## config.mk

```make
export PLATFORM = sky130hd
export DESIGN_NAME = spisc_slave
export DESIGN_NICKNAME = d
export VERILOG_FILES = /design/src/spisc_pkg.sv /design/src/spisc_sync.sv /design/src/spisc_fifo.sv /design/src/spisc_slave.sv
export SDC_FILE = /design/constraint.sdc
export NUM_CORES = 1
export LEC_CHECK = 0
export BUFFER_PORTS_ARGS = -buffer_cell sky130_fd_sc_hd__buf_2
export CAP_MARGIN = 10
export CORE_ASPECT_RATIO = 1.5
export CORE_MARGIN = 1.5
export CORE_UTILIZATION = 46
export DETAILED_ROUTE_END_ITERATION = 8
export HOLD_SLACK_MARGIN = 0.03
export PLACE_DENSITY = 0.68
export SLEW_MARGIN = 20
export SYNTH_ARGS = -nofsm -noshare
export SYNTH_HDL_FRONTEND = slang
export SYNTH_HIERARCHICAL = 1
export SYNTH_SLANG_ARGS = --single-unit
```

## constraint.sdc

```tcl
create_clock -name clk -period 2.7 [get_ports clk]
set_clock_uncertainty 0.05 [all_clocks]
set_input_delay 0.54 -clock clk [delete_from_list [all_inputs] [get_ports clk]]
set_output_delay 0.54 -clock clk [all_outputs]
set_load 0.01 [all_outputs]
```

## src/spisc_pkg.sv

```systemverilog
/*
  Constants, field positions and state types shared by the SPI slave
  controller and its testbench.
  Assumes: included in compile order ahead of every module that imports it.
*/
package spisc_pkg;

  // ----------------------------------------------------------------
  // character and buffer shape
  // ----------------------------------------------------------------
  localparam int         CHAR_W      = 8;
  localparam int         FIFO_DEPTH  = 4;
  localparam logic [2:0] BIT_LAST    = 3'h7;
  localparam logic [2:0] BIT_FIRST   = 3'h0;

  // ----------------------------------------------------------------
  // mode selection and fixed byte values
  // ----------------------------------------------------------------
  localparam int         MODE_W      = 3;
  localparam logic [2:0] MODE_SPI    = 3'h2;
  localparam logic [7:0] PAD_BYTE    = 8'hFF;
  localparam logic [7:0] BUSY_TOKEN  = 8'hFF;
  localparam logic [7:0] LAST_RESET  = 8'h00;

  // ----------------------------------------------------------------
  // link timing: fastest serial rate against the system clock
  // ----------------------------------------------------------------
  localparam int SCLK_MAX_KBPS  = 5000;
  localparam int CLK_KHZ        = 25000;
  localparam int SCLK_HALF_CYC  = (CLK_KHZ / (2 * SCLK_MAX_KBPS)) < 1 ? 1 :
                                  (CLK_KHZ / (2 * SCLK_MAX_KBPS));

  // ----------------------------------------------------------------
  // receive DMA count and snapshot state field
  // ----------------------------------------------------------------
  localparam int DMA_CNT_W      = 16;
  localparam int SNAP_W         = 3;
  localparam int SNAP_A_IDX     = 0;
  localparam int SNAP_B_IDX     = 1;
  localparam int SNAP_EXTRA_IDX = 2;
  localparam logic [2:0] SNAP_CLEAR = 3'h0;

  // gray along off -> idle -> frame
  typedef enum logic [1:0] {
    LINK_OFF   = 2'b00,
    LINK_IDLE  = 2'b01,
    LINK_FRAME = 2'b11
  } spisc_link_type;

endpackage

```

## src/spisc_sync.sv

```systemverilog
/*
  Two flip-flop synchroniser for a bundle of asynchronous levels.
  Assumes: each bit is an independent level from outside the clk domain.
*/
`timescale 1ns/1ps
module spisc_sync #(
  parameter int WIDTH = 1
) (
  // clock and reset
  input  wire logic             clk,
  input  wire logic             reset_n,
  // levels
  input  wire logic [WIDTH-1:0] async_in,
  output logic      [WIDTH-1:0] sync_out
);

  logic [WIDTH-1:0] stage1;

  // first stage feeds only the second
  always_ff @(posedge clk or negedge reset_n) begin
    if (!reset_n) begin
      stage1   <= '1;
      sync_out <= '1;
    end else begin
      stage1   <= async_in;
      sync_out <= stage1;
    end
  end

endmodule

```

## src/spisc_fifo.sv

```systemverilog
/*
  Flip-flop FIFO with valid/ready on both sides and an occupancy count.
  Assumes: one push and one pop per cycle at most; DEPTH of at least 2.
*/
`timescale 1ns/1ps
module spisc_fifo #(
  parameter int WIDTH = 8,
  parameter int DEPTH = 4
) (
  // clock and reset
  input  wire logic                       clk,
  input  wire logic                       reset_n,
  // fill side
  input  wire logic                       in_valid,
  input  wire logic [WIDTH-1:0]           in_data,
  output logic                            in_ready,
  // drain side
  output logic                            out_valid,
  output logic      [WIDTH-1:0]           out_data,
  input  wire logic                       out_ready,
  // occupancy
  output logic      [$clog2(DEPTH+1)-1:0] count
);

  localparam int AW = $clog2(DEPTH);
  localparam int CW = $clog2(DEPTH + 1);

  logic [WIDTH-1:0] mem [DEPTH];
  logic [AW-1:0]    wr_ptr;
  logic [AW-1:0]    rd_ptr;
  logic [AW-1:0]    next_wr_ptr;
  logic [AW-1:0]    next_rd_ptr;
  logic [CW-1:0]    next_count;
  logic             push;
  logic             pop;

  function automatic logic [AW-1:0] bump(input logic [AW-1:0] ptr);
    bump = (ptr == AW'(DEPTH - 1)) ? '0 : ptr + AW'(1);
  endfunction

  assign in_ready  = (count != CW'(DEPTH));
  assign out_valid = (count != '0);
  assign out_data  = mem[rd_ptr];
  assign push      = in_valid & in_ready;
  assign pop       = out_valid & out_ready;

  always_comb begin
    next_wr_ptr = push ? bump(wr_ptr) : wr_ptr;
    next_rd_ptr = pop ? bump(rd_ptr) : rd_ptr;
    next_count  = count;
    if (push && !pop) begin
      next_count = count + CW'(1);
    end else if (pop && !push) begin
      next_count = count - CW'(1);
    end
  end

  // storage resets to zero; an early repeat sends the slave's last_tx, which resets to LAST_RESET (0x00)
  always_ff @(posedge clk or negedge reset_n) begin
    if (!reset_n) begin
      wr_ptr <= '0;
      rd_ptr <= '0;
      count  <= '0;
      for (int i = 0; i < DEPTH; i++) begin
        mem[i] <= '0;
      end
    end else begin
      wr_ptr <= next_wr_ptr;
      rd_ptr <= next_rd_ptr;
      count  <= next_count;
      if (push) begin
        mem[wr_ptr] <= in_data;
      end
    end
  end

endmodule

```

## src/spisc_slave.sv

```systemverilog
/*
  SPI slave controller: serial link, four-entry transmit and receive
  FIFOs, padding and underrun bytes, status flags and receive DMA count
  snapshot on slave-select release.
  Assumes: SCLK, MOSI and slave select come straight from pins; the host
  side (software or DMA) drives the push/pop strobes on clk.
*/
// Operation
// slave only when mode 2, master bit clear
// external clock, at most 5 Mbps
// polarity, phase, bit order set frame format
// MISO carries data only while selected
// select falling edge resets shift registers
// MISO always driven, never tri-stated
// separate four-entry transmit and receive FIFOs
// data write pushes, data read pops
// DMA uses same push and pop paths
// received bytes stored; valid while nonempty
// full receive FIFO drops byte, flags overflow
// DMA error shown only after receive drain
// DMA error cleared by reset or load
// each received byte sends one byte
// empty transmit FIFO flags underrun
// underrun sends last byte or 0xFF
// write into empty idle clears idle
// space clears when full, sets on shift
// idle sets when empty and shifted out
// 0xFF padding byte first each select
// first select release saves DMA count
// later releases flagged in 3-bit field
// repeat setting applies only when idle
// data read clears overflow flag
// phase picks leading or second sample edge
// polarity picks rising or falling leading edge
// 8-bit chars; pins synchronised first
`timescale 1ns/1ps
module spisc_slave
  import spisc_pkg::*;
#(
  parameter int DEPTH = FIFO_DEPTH,
  parameter int CNT_W = DMA_CNT_W
) (
  // clock and reset
  input  wire logic              clk,
  input  wire logic              reset_n,
  // serial pins
  input  wire logic              sclk_pin,
  input  wire logic              mosi_pin,
  input  wire logic              slave_select_n,
  output logic                   miso,
  output logic                   miso_oe,
  // configuration
  input  wire logic [MODE_W-1:0] serial_mode_reg,
  input  wire logic              master_select_bit,
  input  wire logic              clock_polarity_bit,
  input  wire logic              clock_phase_bit,
  input  wire logic              bit_order_bit,
  input  wire logic              repeat_last_bit,
  // data port: transmit push
  input  wire logic              tx_push,
  input  wire logic [CHAR_W-1:0] tx_push_data,
  output logic                   tx_push_ready,
  // data port: receive pop
  input  wire logic              rx_pop,
  output logic      [CHAR_W-1:0] rx_pop_data,
  // status
  output logic                   rx_valid_flag,
  output logic                   rx_overflow_flag,
  output logic                   tx_space_flag,
  output logic                   tx_idle_flag,
  output logic                   rx_overrun_irq,
  output logic                   tx_underrun_irq,
  // receive DMA
  input  wire logic              rx_dma_active,
  input  wire logic              rx_dma_buffer_b,
  input  wire logic [CNT_W-1:0]  rx_dma_count_a,
  input  wire logic [CNT_W-1:0]  rx_dma_count_b,
  input  wire logic              rx_dma_load,
  input  wire logic              dma_reset_bits,
  output logic      [CNT_W-1:0]  rx_count_snapshot,
  output logic      [SNAP_W-1:0] snapshot_state_field,
  output logic                   rx_dma_error
);

  localparam int CW = $clog2(DEPTH + 1);

  // ----------------------------------------------------------------
  // helpers
  // ----------------------------------------------------------------
  function automatic logic [CHAR_W-1:0] shift_in(input logic [CHAR_W-1:0] r,
                                                 input logic b, input logic lsb);
    shift_in = lsb ? {b, r[CHAR_W-1:1]} : {r[CHAR_W-2:0], b};
  endfunction

  function automatic logic [CHAR_W-1:0] shift_out(input logic [CHAR_W-1:0] r,
                                                  input logic lsb);
    shift_out = lsb ? {1'b1, r[CHAR_W-1:1]} : {r[CHAR_W-2:0], 1'b1};
  endfunction

  function automatic logic out_bit(input logic [CHAR_W-1:0] r, input logic lsb);
    out_bit = lsb ? r[0] : r[CHAR_W-1];
  endfunction

  // ----------------------------------------------------------------
  // pin synchronisers and edge detection
  // ----------------------------------------------------------------
  logic sclk_s;
  logic mosi_s;
  logic ssn_s;
  logic sclk_d;
  logic ssn_d;

  spisc_sync #(.WIDTH(3)) u_sync (
    .clk      (clk),
    .reset_n  (reset_n),
    .async_in ({sclk_pin, mosi_pin, slave_select_n}),
    .sync_out ({sclk_s, mosi_s, ssn_s})
  );

  logic sclk_rise;
  logic sclk_fall;
  logic lead_edge;
  logic trail_edge;
  logic sample_edge;
  logic shift_edge;
  logic ssn_fall;
  logic ssn_rise;
  logic slave_en;

  assign sclk_rise   = sclk_s & ~sclk_d;
  assign sclk_fall   = ~sclk_s & sclk_d;
  assign lead_edge   = clock_polarity_bit ? sclk_fall : sclk_rise;
  assign trail_edge  = clock_polarity_bit ? sclk_rise : sclk_fall;
  assign sample_edge = clock_phase_bit ? trail_edge : lead_edge;
  assign shift_edge  = clock_phase_bit ? lead_edge : trail_edge;
  assign ssn_fall    = ~ssn_s & ssn_d;
  assign ssn_rise    = ssn_s & ~ssn_d;
  assign slave_en    = (serial_mode_reg == MODE_SPI) && !master_select_bit;

  // ----------------------------------------------------------------
  // FIFOs
  // ----------------------------------------------------------------
  logic              tx_pop;
  logic              tx_avail;
  logic [CHAR_W-1:0] tx_head;
  logic [CW-1:0]     tx_count;
  logic              rx_push;
  logic              rx_in_ready;
  logic [CHAR_W-1:0] rx_byte;
  logic [CW-1:0]     rx_count;

  // software and DMA share these two paths
  spisc_fifo #(.WIDTH(CHAR_W), .DEPTH(DEPTH)) u_tx_fifo (
    .clk       (clk),
    .reset_n   (reset_n),
    .in_valid  (tx_push),
    .in_data   (tx_push_data),
    .in_ready  (tx_push_ready),
    .out_valid (tx_avail),
    .out_data  (tx_head),
    .out_ready (tx_pop),
    .count     (tx_count)
  );

  spisc_fifo #(.WIDTH(CHAR_W), .DEPTH(DEPTH)) u_rx_fifo (
    .clk       (clk),
    .reset_n   (reset_n),
    .in_valid  (rx_push),
    .in_data   (rx_byte),
    .in_ready  (rx_in_ready),
    .out_valid (rx_valid_flag),
    .out_data  (rx_pop_data),
    .out_ready (rx_pop),
    .count     (rx_count)
  );

  assign tx_space_flag = tx_push_ready;
  assign miso_oe       = 1'b1;

  // ----------------------------------------------------------------
  // serial link
  // ----------------------------------------------------------------
  spisc_link_type    state;
  spisc_link_type    next_state;
  logic [2:0]        bit_cnt;
  logic [2:0]        next_bit_cnt;
  logic [CHAR_W-1:0] rx_shift;
  logic [CHAR_W-1:0] next_rx_shift;
  logic [CHAR_W-1:0] tx_shift;
  logic [CHAR_W-1:0] next_tx_shift;
  logic [CHAR_W-1:0] last_tx;
  logic [CHAR_W-1:0] next_last_tx;
  logic              fresh;
  logic              next_fresh;
  logic              tx_busy;
  logic              next_tx_busy;
  logic              repeat_eff;
  logic              next_repeat_eff;
  logic              next_miso;
  logic              underrun;

  always_comb begin
    next_state      = state;
    next_bit_cnt    = bit_cnt;
    next_rx_shift   = rx_shift;
    next_tx_shift   = tx_shift;
    next_last_tx    = last_tx;
    next_fresh      = fresh;
    next_tx_busy    = tx_busy;
    next_repeat_eff = repeat_eff;
    tx_pop          = 1'b0;
    rx_push         = 1'b0;
    rx_byte         = shift_in(rx_shift, mosi_s, bit_order_bit);
    underrun        = 1'b0;
    // repeat mode latched only with nothing queued or in flight
    if (!tx_avail && !tx_busy) begin
      next_repeat_eff = repeat_last_bit;
    end
    case (state)
      LINK_OFF: begin
        if (slave_en) begin
          next_state = LINK_IDLE;
        end
      end
      LINK_IDLE: begin
        if (!slave_en) begin
          next_state = LINK_OFF;
        end else if (ssn_fall) begin
          next_state    = LINK_FRAME;
          next_bit_cnt  = BIT_FIRST;
          next_rx_shift = '0;
          next_tx_shift = PAD_BYTE;
          next_fresh    = clock_phase_bit;
        end
      end
      LINK_FRAME: begin
        if (!slave_en) begin
          next_state = LINK_OFF;
        end else if (ssn_rise) begin
          next_state = LINK_IDLE;
        end else begin
          // a freshly loaded byte keeps its first bit for one shift edge
          if (shift_edge) begin
            if (fresh) begin
              next_fresh = 1'b0;
            end else begin
              next_tx_shift = shift_out(tx_shift, bit_order_bit);
            end
          end
          if (sample_edge) begin
            next_rx_shift = rx_byte;
            next_bit_cnt  = bit_cnt + 3'h1;
            if (bit_cnt == BIT_LAST) begin
              rx_push    = 1'b1;
              next_fresh = 1'b1;
              if (tx_avail) begin
                tx_pop        = 1'b1;
                next_tx_shift = tx_head;
                next_last_tx  = tx_head;
                next_tx_busy  = 1'b1;
              end else begin
                underrun      = 1'b1;
                next_tx_busy  = 1'b0;
                next_tx_shift = repeat_eff ? last_tx : BUSY_TOKEN;
              end
            end
          end
        end
      end
      default: begin
        next_state = LINK_OFF;
      end
    endcase
    // idle level is high but the pin stays driven
    next_miso = (next_state == LINK_FRAME) ? out_bit(next_tx_shift, bit_order_bit)
                                            : 1'b1;
  end

  always_ff @(posedge clk or negedge reset_n) begin
    if (!reset_n) begin
      state      <= LINK_OFF;
      sclk_d     <= 1'b1;
      ssn_d      <= 1'b1;
      bit_cnt    <= BIT_FIRST;
      rx_shift   <= '0;
      tx_shift   <= PAD_BYTE;
      last_tx    <= LAST_RESET;
      fresh      <= 1'b0;
      tx_busy    <= 1'b0;
      repeat_eff <= 1'b0;
      miso       <= 1'b1;
    end else begin
      state      <= next_state;
      sclk_d     <= sclk_s;
      ssn_d      <= ssn_s;
      bit_cnt    <= next_bit_cnt;
      rx_shift   <= next_rx_shift;
      tx_shift   <= next_tx_shift;
      last_tx    <= next_last_tx;
      fresh      <= next_fresh;
      tx_busy    <= next_tx_busy;
      repeat_eff <= next_repeat_eff;
      miso       <= next_miso;
    end
  end

  // ----------------------------------------------------------------
  // status flags and event pulses
  // ----------------------------------------------------------------
  logic overrun;
  logic rx_read;
  logic next_rx_overflow_flag;
  logic next_tx_idle_flag;

  assign overrun = rx_push & ~rx_in_ready;
  assign rx_read = rx_pop & rx_valid_flag;

  always_comb begin
    // a new overrun beats a simultaneous read
    next_rx_overflow_flag = overrun | (rx_overflow_flag & ~rx_read);
    next_tx_idle_flag     = !tx_avail && !tx_busy;
  end

  always_ff @(posedge clk or negedge reset_n) begin
    if (!reset_n) begin
      rx_overflow_flag <= 1'b0;
      tx_idle_flag     <= 1'b1;
      rx_overrun_irq   <= 1'b0;
      tx_underrun_irq  <= 1'b0;
    end else begin
      rx_overflow_flag <= next_rx_overflow_flag;
      tx_idle_flag     <= next_tx_idle_flag;
      rx_overrun_irq   <= overrun;
      tx_underrun_irq  <= underrun;
    end
  end

  // ----------------------------------------------------------------
  // receive DMA error and count snapshot
  // ----------------------------------------------------------------
  logic              ovf_pending;
  logic              next_ovf_pending;
  logic              next_rx_dma_error;
  logic              snap_armed;
  logic              next_snap_armed;
  logic [CNT_W-1:0]  next_rx_count_snapshot;
  logic [SNAP_W-1:0] next_snapshot_state_field;
  logic              frame_end;

  assign frame_end = (state == LINK_FRAME) && ssn_rise;

  always_comb begin
    next_ovf_pending          = ovf_pending | (overrun & rx_dma_active);
    next_rx_dma_error         = rx_dma_error;
    next_snap_armed           = snap_armed;
    next_rx_count_snapshot    = rx_count_snapshot;
    next_snapshot_state_field = snapshot_state_field;
    if (rx_dma_load || dma_reset_bits) begin
      next_rx_dma_error = 1'b0;
    end
    // held back until the receive FIFO has drained
    if (ovf_pending && rx_count == '0) begin
      next_ovf_pending  = 1'b0;
      next_rx_dma_error = 1'b1;
    end
    if (rx_dma_load) begin
      next_snap_armed           = 1'b1;
      next_snapshot_state_field = SNAP_CLEAR;
    end
    if (frame_end && rx_dma_active) begin
      if (snap_armed) begin
        next_snap_armed        = rx_dma_load;
        next_rx_count_snapshot = rx_dma_buffer_b ? rx_dma_count_b : rx_dma_count_a;
        next_snapshot_state_field[SNAP_A_IDX] = !rx_dma_buffer_b;
        next_snapshot_state_field[SNAP_B_IDX] = rx_dma_buffer_b;
      end else begin
        next_snapshot_state_field[SNAP_EXTRA_IDX] = 1'b1;
      end
    end
  end

  always_ff @(posedge clk or negedge reset_n) begin
    if (!reset_n) begin
      ovf_pending          <= 1'b0;
      rx_dma_error         <= 1'b0;
      snap_armed           <= 1'b0;
      rx_count_snapshot    <= '0;
      snapshot_state_field <= SNAP_CLEAR;
    end else begin
      ovf_pending          <= next_ovf_pending;
      rx_dma_error         <= next_rx_dma_error;
      snap_armed           <= next_snap_armed;
      rx_count_snapshot    <= next_rx_count_snapshot;
      snapshot_state_field <= next_snapshot_state_field;
    end
  end
endmodule

```

==> impl_metrics.yaml, run 1 <==
setup_path:
  critPathKind: "reg2reg"
  crit_path_cell_trace: "ha_1 > ha_1 > nand3b_1 > mux2_4 > nor3_4 > nand2_2 > ha_1 > inv_1 > fa_1 > mux2_2"
  critPathLaunchType: "register"
  cpPeakStageDelay_ns: 0.39
  critPathRequiredTime_ns: 2.95
  endpoint_kind: "register"
  cpMaxStageDelayCell: "fa_1"
  arrival_ns: 2.77
  critical_path.max_fanout: 3
  path_common_cell: "ha_1"
logic_synthesis:
  synth_area_leaders: "dfrtp_1 (47%), mux2_2 (14%), dfstp_2 (6.9%)"
  synth_edf_count: 0
  yosysUniqueCellTypes: 52
  syn_avg_cell_area_um2: 13.0
  ys.flop_type: "dfrtp_1"
  synthArstFlopShare_pct: 100
  synth_nets: 601
  yosysTopAreaCellShare_pct: 46.6
  yosysSeqAreaShare_pct: 53.5
  yosys_register_bits: 145
  synthCells: 526
  ys.warnings.count: 6
  synth_area_mm2: 0.00682
  synth_top_area_cell: "dfrtp_1"
drt:
  first_iter_violations: 150
  drc_errors: 0
  routed_via_density: 5.21
  wl_per_cell_um: 16.2
  firstDrtPassIters: 4
  route.vias.total: 4468
  drtAntennaViolNets: 0
  drt-total-wl_um: 13900
finish:
  final_cell_mix: "dfrtp_1 (127), buf_2 (93), mux2_2 (85)"
  diodes: 0
  multi_input_area_mm2: 0.00302
  nets: 724
  final_common_cell: "dfrtp_1"
  layout-drive-gt1-share_pct: 44.6
  area_growth_pct: 22.2
  nFillCells: 1218
  register_area_mm2: 0.00365
  instances_no_fill: 858
  post-route-util_pct: 57.4
sta:
  final.period_utilization_pct: 93.1
  post-route-min-period_ns: 2.51
  setup_viol: 0
  drv_slew: 0
  slew_headroom_pct: 48.5
  fmax_mhz: 398
  worstMarginPinSlew_ns: 0.764
  hold_violations: 0
die:
  row_count: 54
  dieArea_mm2: 0.0156
  core_area_mm2: 0.0145
  io_pins: 96
  die_w_um: 102
  start_util_pct: 47.0
  die_h_um: 152
clocking:
  cts_made_buffers: 17
  h-tree-depth: 4
  cts_tree: "built"
  cts_buffer_depth: 2
  clock-sinks: 145
  insertion_delay_ns: 0.42
  cts-root-buf: "clkbuf_16"
  clkTransAtPathRegs_ns: 0.06
global_routing:
  grt_pass1_wl_um: 23800
  track_usage_pct: 19.7
  grt_max_degree: 61
  grt_overflow: 0
  first_global_vias: 4921
  antenna_found_initial: 0
placement:
  place_inst: 824
  place_hpwl_um: 10200
  port_buffers: 94
  place.gp.congestion: 0.802
power_and_ir_drop:
  p_leak_nw: 4.08
  power_density_mw_per_mm2: 725
  ir_drop_mv: 0.429
outcome:
  status: "finished, final reports clean"
min_path:
  hp-class: "in2reg"
flow_run:
  maxCapViolations: 0
cell type report:
cell class	count	share of cell area [%]
multi-input combinational	336	36.3
inverter	23	1.04
clock buffer	21	5.64
tap	196	2.94
sequential	145	43.8
clock inverter	11	1.55
timing repair buffer	126	8.78
cell usage after synthesis (all sizes together), types with 4 or more instances:
cell,number
o21ai,27
dfrtp,127
ha,14
nand2,45
nor2,27
nand3,10
clkbuf,11
mux4,16
nand3b,4
dfstp,18
mux2i,34
buf,11
o211ai,6
mux2,90
a31oi,7
a21o,4
nor3b,6
inv,22
xor2,4
o221ai,7
metrics by stage:
step	setup WS, ns	hold WS, ns	power, mW	TNS (ns)	area (um2)
floorplan	-0.0105	0.194	3.43	-0.0105	6860
finish	0.186	0.167	6.04	0	8340
detailed placement	-0.0595	0.297	3.77	-0.128	7720
global placement	-0.00526	0.296	3.69	-0.00526	7720
CTS	0.150	0.141	6.14	0	8330
global route	-0.000172	0.145	6.37	-0.000172	8340
registers in the layout, indices dropped and copies added (netlist names), 2 cells and up:
signal / cells
rx_shift: 8
u_tx_fifo/wr_ptr: 2
u_tx_fifo/rd_ptr: 2
snapshot_state_field: 3
u_tx_fifo/mem: 32
u_rx_fifo/mem: 32
state: 2
u_rx_fifo/rd_ptr: 2
u_sync/sync_out: 3
bit_cnt: 3
tx_shift: 8
u_tx_fifo/count: 3
u_rx_fifo/count: 3
last_tx: 8
u_sync/stage1: 3
rx_count_snapshot: 16
u_rx_fifo/wr_ptr: 2
cells by family (layout without fill, tap and decap cells):
family | Yosys count | count (layout) | synth area share (%)
flops | 145 | 145 | 53.5
mux | 140 | 140 | 25.2
simple gates | 111 | 111 | 8.51
compound gates | 60 | 60 | 5.58
buf+inv | 45 | 181 | 2.83
fa+ha+maj | 17 | 17 | 3.30
xor+xnor | 7 | 7 | 1.01
other cells | 1 | 1 | 0.0550
final timing paths:
| kind | depth (start not counted) | slack, ns | to | startpoint |
|---|---|---|---|---|
| setup / recovery | 10 | 0.19 | u_tx_fifo/count[1]$_DFFE_PN0P_ | bit_cnt[0]$_DFFE_PN0P_ |
| hold / removal | 1 | 0.17 | u_sync/stage1[2]$_DFF_PN1_ | sclk_pin |
| setup reg to reg | 10 | 0.19 | u_tx_fifo/count[1]$_DFFE_PN0P_ | bit_cnt[0]$_DFFE_PN0P_ |
| hold reg to reg | 0 | 0.31 | u_sync/sync_out[0]$_DFF_PN1_ | u_sync/stage1[0]$_DFF_PN1_ |
| max in group asynchronous | 3 | 1.29 | tx_idle_flag$_DFF_PN1_ | reset_n |
| min in group asynchronous | 2 | 0.59 | rx_shift[7]$_DFFE_PN0P_ | reset_n |
worst max-delay path, delay by kind of cell, from the launching register on:
| kind | cells | cell delay (ns) |
|---|---|---|
| adder cells (fa/ha/maj) | 4 | 0.91 |
| buffers and inverters | 1 | 0.08 |
| flip-flops | 1 | 0.37 |
| multiplexers | 2 | 0.60 |
| AND/OR/NAND/NOR | 3 | 0.39 |
layer usage:
metal	wire, um	global-route usage [%]	vias up
met1	5510	22.0	2275
met2	7810	36.0	64
li1	-	-	2116
met3	406	4.54	13
met5	0	0	-
met4	202	6.98	0
power breakdown:
| part | internal [mW] | total, mW | switching [mW] |
|---|---|---|---|
| sequential | 2.51 | 2.70 | 0.189 |
| clock | 1.44 | 2.33 | 0.890 |
| combinational | 0.557 | 1.02 | 0.460 |
what timing repair did:
item                                   4_1_cts  5_1_grt
buffers inserted                             0        1
hold buffers                                 1        0
gates resized for setup                      0        1
setup endpoints to repair                    0        1
endpoints found under the hold margin       33        0
(Power assumes the default switching activity.)
==> run 2, diff against run 1 <==
--- a/config.mk
+++ b/config.mk
@@ -10,6 +10,7 @@
 export CORE_ASPECT_RATIO = 1.5
 export CORE_MARGIN = 1.5
 export CORE_UTILIZATION = 46
+export CTS_BUF_LIST = sky130_fd_sc_hd__clkbuf_8
 export DETAILED_ROUTE_END_ITERATION = 8
 export HOLD_SLACK_MARGIN = 0.03
 export PLACE_DENSITY = 0.68
==> impl_metrics.yaml, run 2 (synthesis gave the netlist of run 1 again) <==
clocking:
  cts_tree: "built"
  clkTransAtPathRegs_ns: 0.08
  insertion_delay_ns: 0.44
  clock-sinks: 145
  cts_made_buffers: 17
  cts-root-buf: "clkbuf_8"
  h-tree-depth: 4
  cts_buffer_depth: 2
setup_path:
  critical_path.max_fanout: 11
  rr_worst_depth: 10
  r2r_end: "u_tx_fifo/count[1]$_DFFE_PN0P_"
  critPathRequiredTime_ns: 2.11
  critPathKind: "reg2out"
  rrSetupSlack_ns: 0.18
  critPathLaunch: "u_rx_fifo/rd_ptr[0]$_DFFE_PN0P_"
  arrival_ns: 1.94
  cp-endpoint: "rx_pop_data[3]"
  reg2reg_from: "bit_cnt[0]$_DFFE_PN0P_"
  endpoint_kind: "output port"
  critPathLaunchType: "register"
die:
  die_w_um: 102
  start_util_pct: 47.0
  io_pins: 96
  die_h_um: 152
  dieArea_mm2: 0.0156
  row_count: 54
  core_area_mm2: 0.0145
drt:
  first_iter_violations: 142
  drtAntennaViolNets: 0
  routed_via_density: 5.18
  route.vias.total: 4441
  drc_errors: 0
  wl_per_cell_um: 16.2
  firstDrtPassIters: 4
  drt-total-wl_um: 13900
power_and_ir_drop:
  power_density_mw_per_mm2: 665
  switching_share_pct: 26.9
  combPwrFrac_pct: 18.8
  p_sw_mw: 1.46
  power_mw: 5.41
  p_leak_nw: 4.00
  ir_drop_mv: 0.536
  seq_power_share_pct: 49.7
  intPower_mw: 3.96
  pwr-share-clk_pct: 31.5
finish:
  diodes: 0
  final_common_cell: "dfrtp_1"
  final_cell_mix: "dfrtp_1 (127), buf_2 (93), mux2_2 (85)"
  nets: 724
  nFillCells: 1244
  area_growth_pct: 19.4
  layout-drive-gt1-share_pct: 44.6
  reg.largest.list: "u_rx_fifo/mem x32, u_tx_fifo/mem x32, rx_count_snapshot x16"
global_routing:
  grt_overflow: 0
  grt_pass1_wl_um: 23800
  grt_max_degree: 61
  first_global_vias: 4909
  track_usage_pct: 19.6
  antenna_found_initial: 0
sta:
  post-route-min-period_ns: 2.53
  setup_viol: 0
  drv_slew: 0
  rsz0062_at_grt: "false"
  final.period_utilization_pct: 93.8
  fmax_mhz: 395
  hold_violations: 0
  slew_headroom_pct: 47.4
  finalSetupTns_ns: 0
  worstMarginPinSlew_ns: 0.781
  setup_ws_ns: 0.167
  hold_slack_ns: 0.138
placement:
  port_buffers: 94
  place.gp.congestion: 0.802
  place_hpwl_um: 10200
  dp_slack_ns: -0.0595
min_path:
  hp-class: "in2reg"
  hold_depth: 1
flow_run:
  maxCapViolations: 0
outcome:
  status: "finished, final reports clean"
## run 2: changes by cell type in the layout (fill, tap and decap cells not counted), sizes merged
cell,before,now
clkbuf,21,20
inv,23,24
## run 2: critical path, cell delays in order, from the launching register on
cell,delay [ns]
dfrtp_1,0.75
mux4_2,0.60
buf_2,0.16
## run 2: routing by layer
layer	up-vias	part of all wire, %	global-route usage [%]
met5	-	0	0
met4	0	1.5	5.74
met3	12	2.8	4.68
met2	60	57	36.3
met1	2261	39	21.6
li1	2108	-	-
## run 2: layout make-up
cell class / instances / area, um2 / share of cell area, %
Clock buffer: 20 / 275 / 3.38
Clock inverter: 12 / 133 / 1.63
Inverter: 23 / 86.3 / 1.06
Multi-Input combinational cell: 336 / 3020 / 37.1
Sequential cell: 145 / 3650 / 44.8
Tap cell: 196 / 245 / 3.01
Timing Repair Buffer: 126 / 732 / 8.99
## run 2: through the flow
| stage | instances | util [%] | cell area [um2] |
|---|---|---|---|
| 5_1_grt | 858 | 56.1 | 8140 |
| 2_1_floorplan | 526 | - | 6860 |
| 4_1_cts | 857 | 56.0 | 8130 |
| 6_report | 858 | 56.1 | 8140 |
| 3_5_place_dp | 824 | 53.1 | 7720 |
| 3_3_place_gp | 824 | 53.1 | 7720 |
## run 2: worst min-delay path by stage
stage	start	end	slack, ns
after floorplan	reset_n	bit_cnt[0]$_DFFE_PN0P_	0.19
after global placement	u_sync/stage1[2]$_DFF_PN1_	u_sync/sync_out[2]$_DFF_PN1_	0.30
after detailed placement	u_sync/stage1[0]$_DFF_PN1_	u_sync/sync_out[0]$_DFF_PN1_	0.30
after CTS	sclk_pin	u_sync/stage1[2]$_DFF_PN1_	0.10
after global routing	sclk_pin	u_sync/stage1[2]$_DFF_PN1_	0.11
final	sclk_pin	u_sync/stage1[2]$_DFF_PN1_	0.14
## run 2: power groups by stage
stage	logic, mW	registers [mW]	clock network, mW
6_report	1.02	2.69	1.71
3_3_place_gp	0.979	2.71	0
4_1_cts	1.04	2.70	1.77
5_1_grt	1.12	2.74	1.88
2_1_floorplan	0.747	2.68	0
3_5_place_dp	1.03	2.74	0
## run 2: timing repair
action                     4_1_cts  5_1_grt
hold buffers                     1        0
setup endpoints to repair        0        1
hold endpoints to repair        33        0
buffers inserted                 0        1
gates resized for setup          0        1
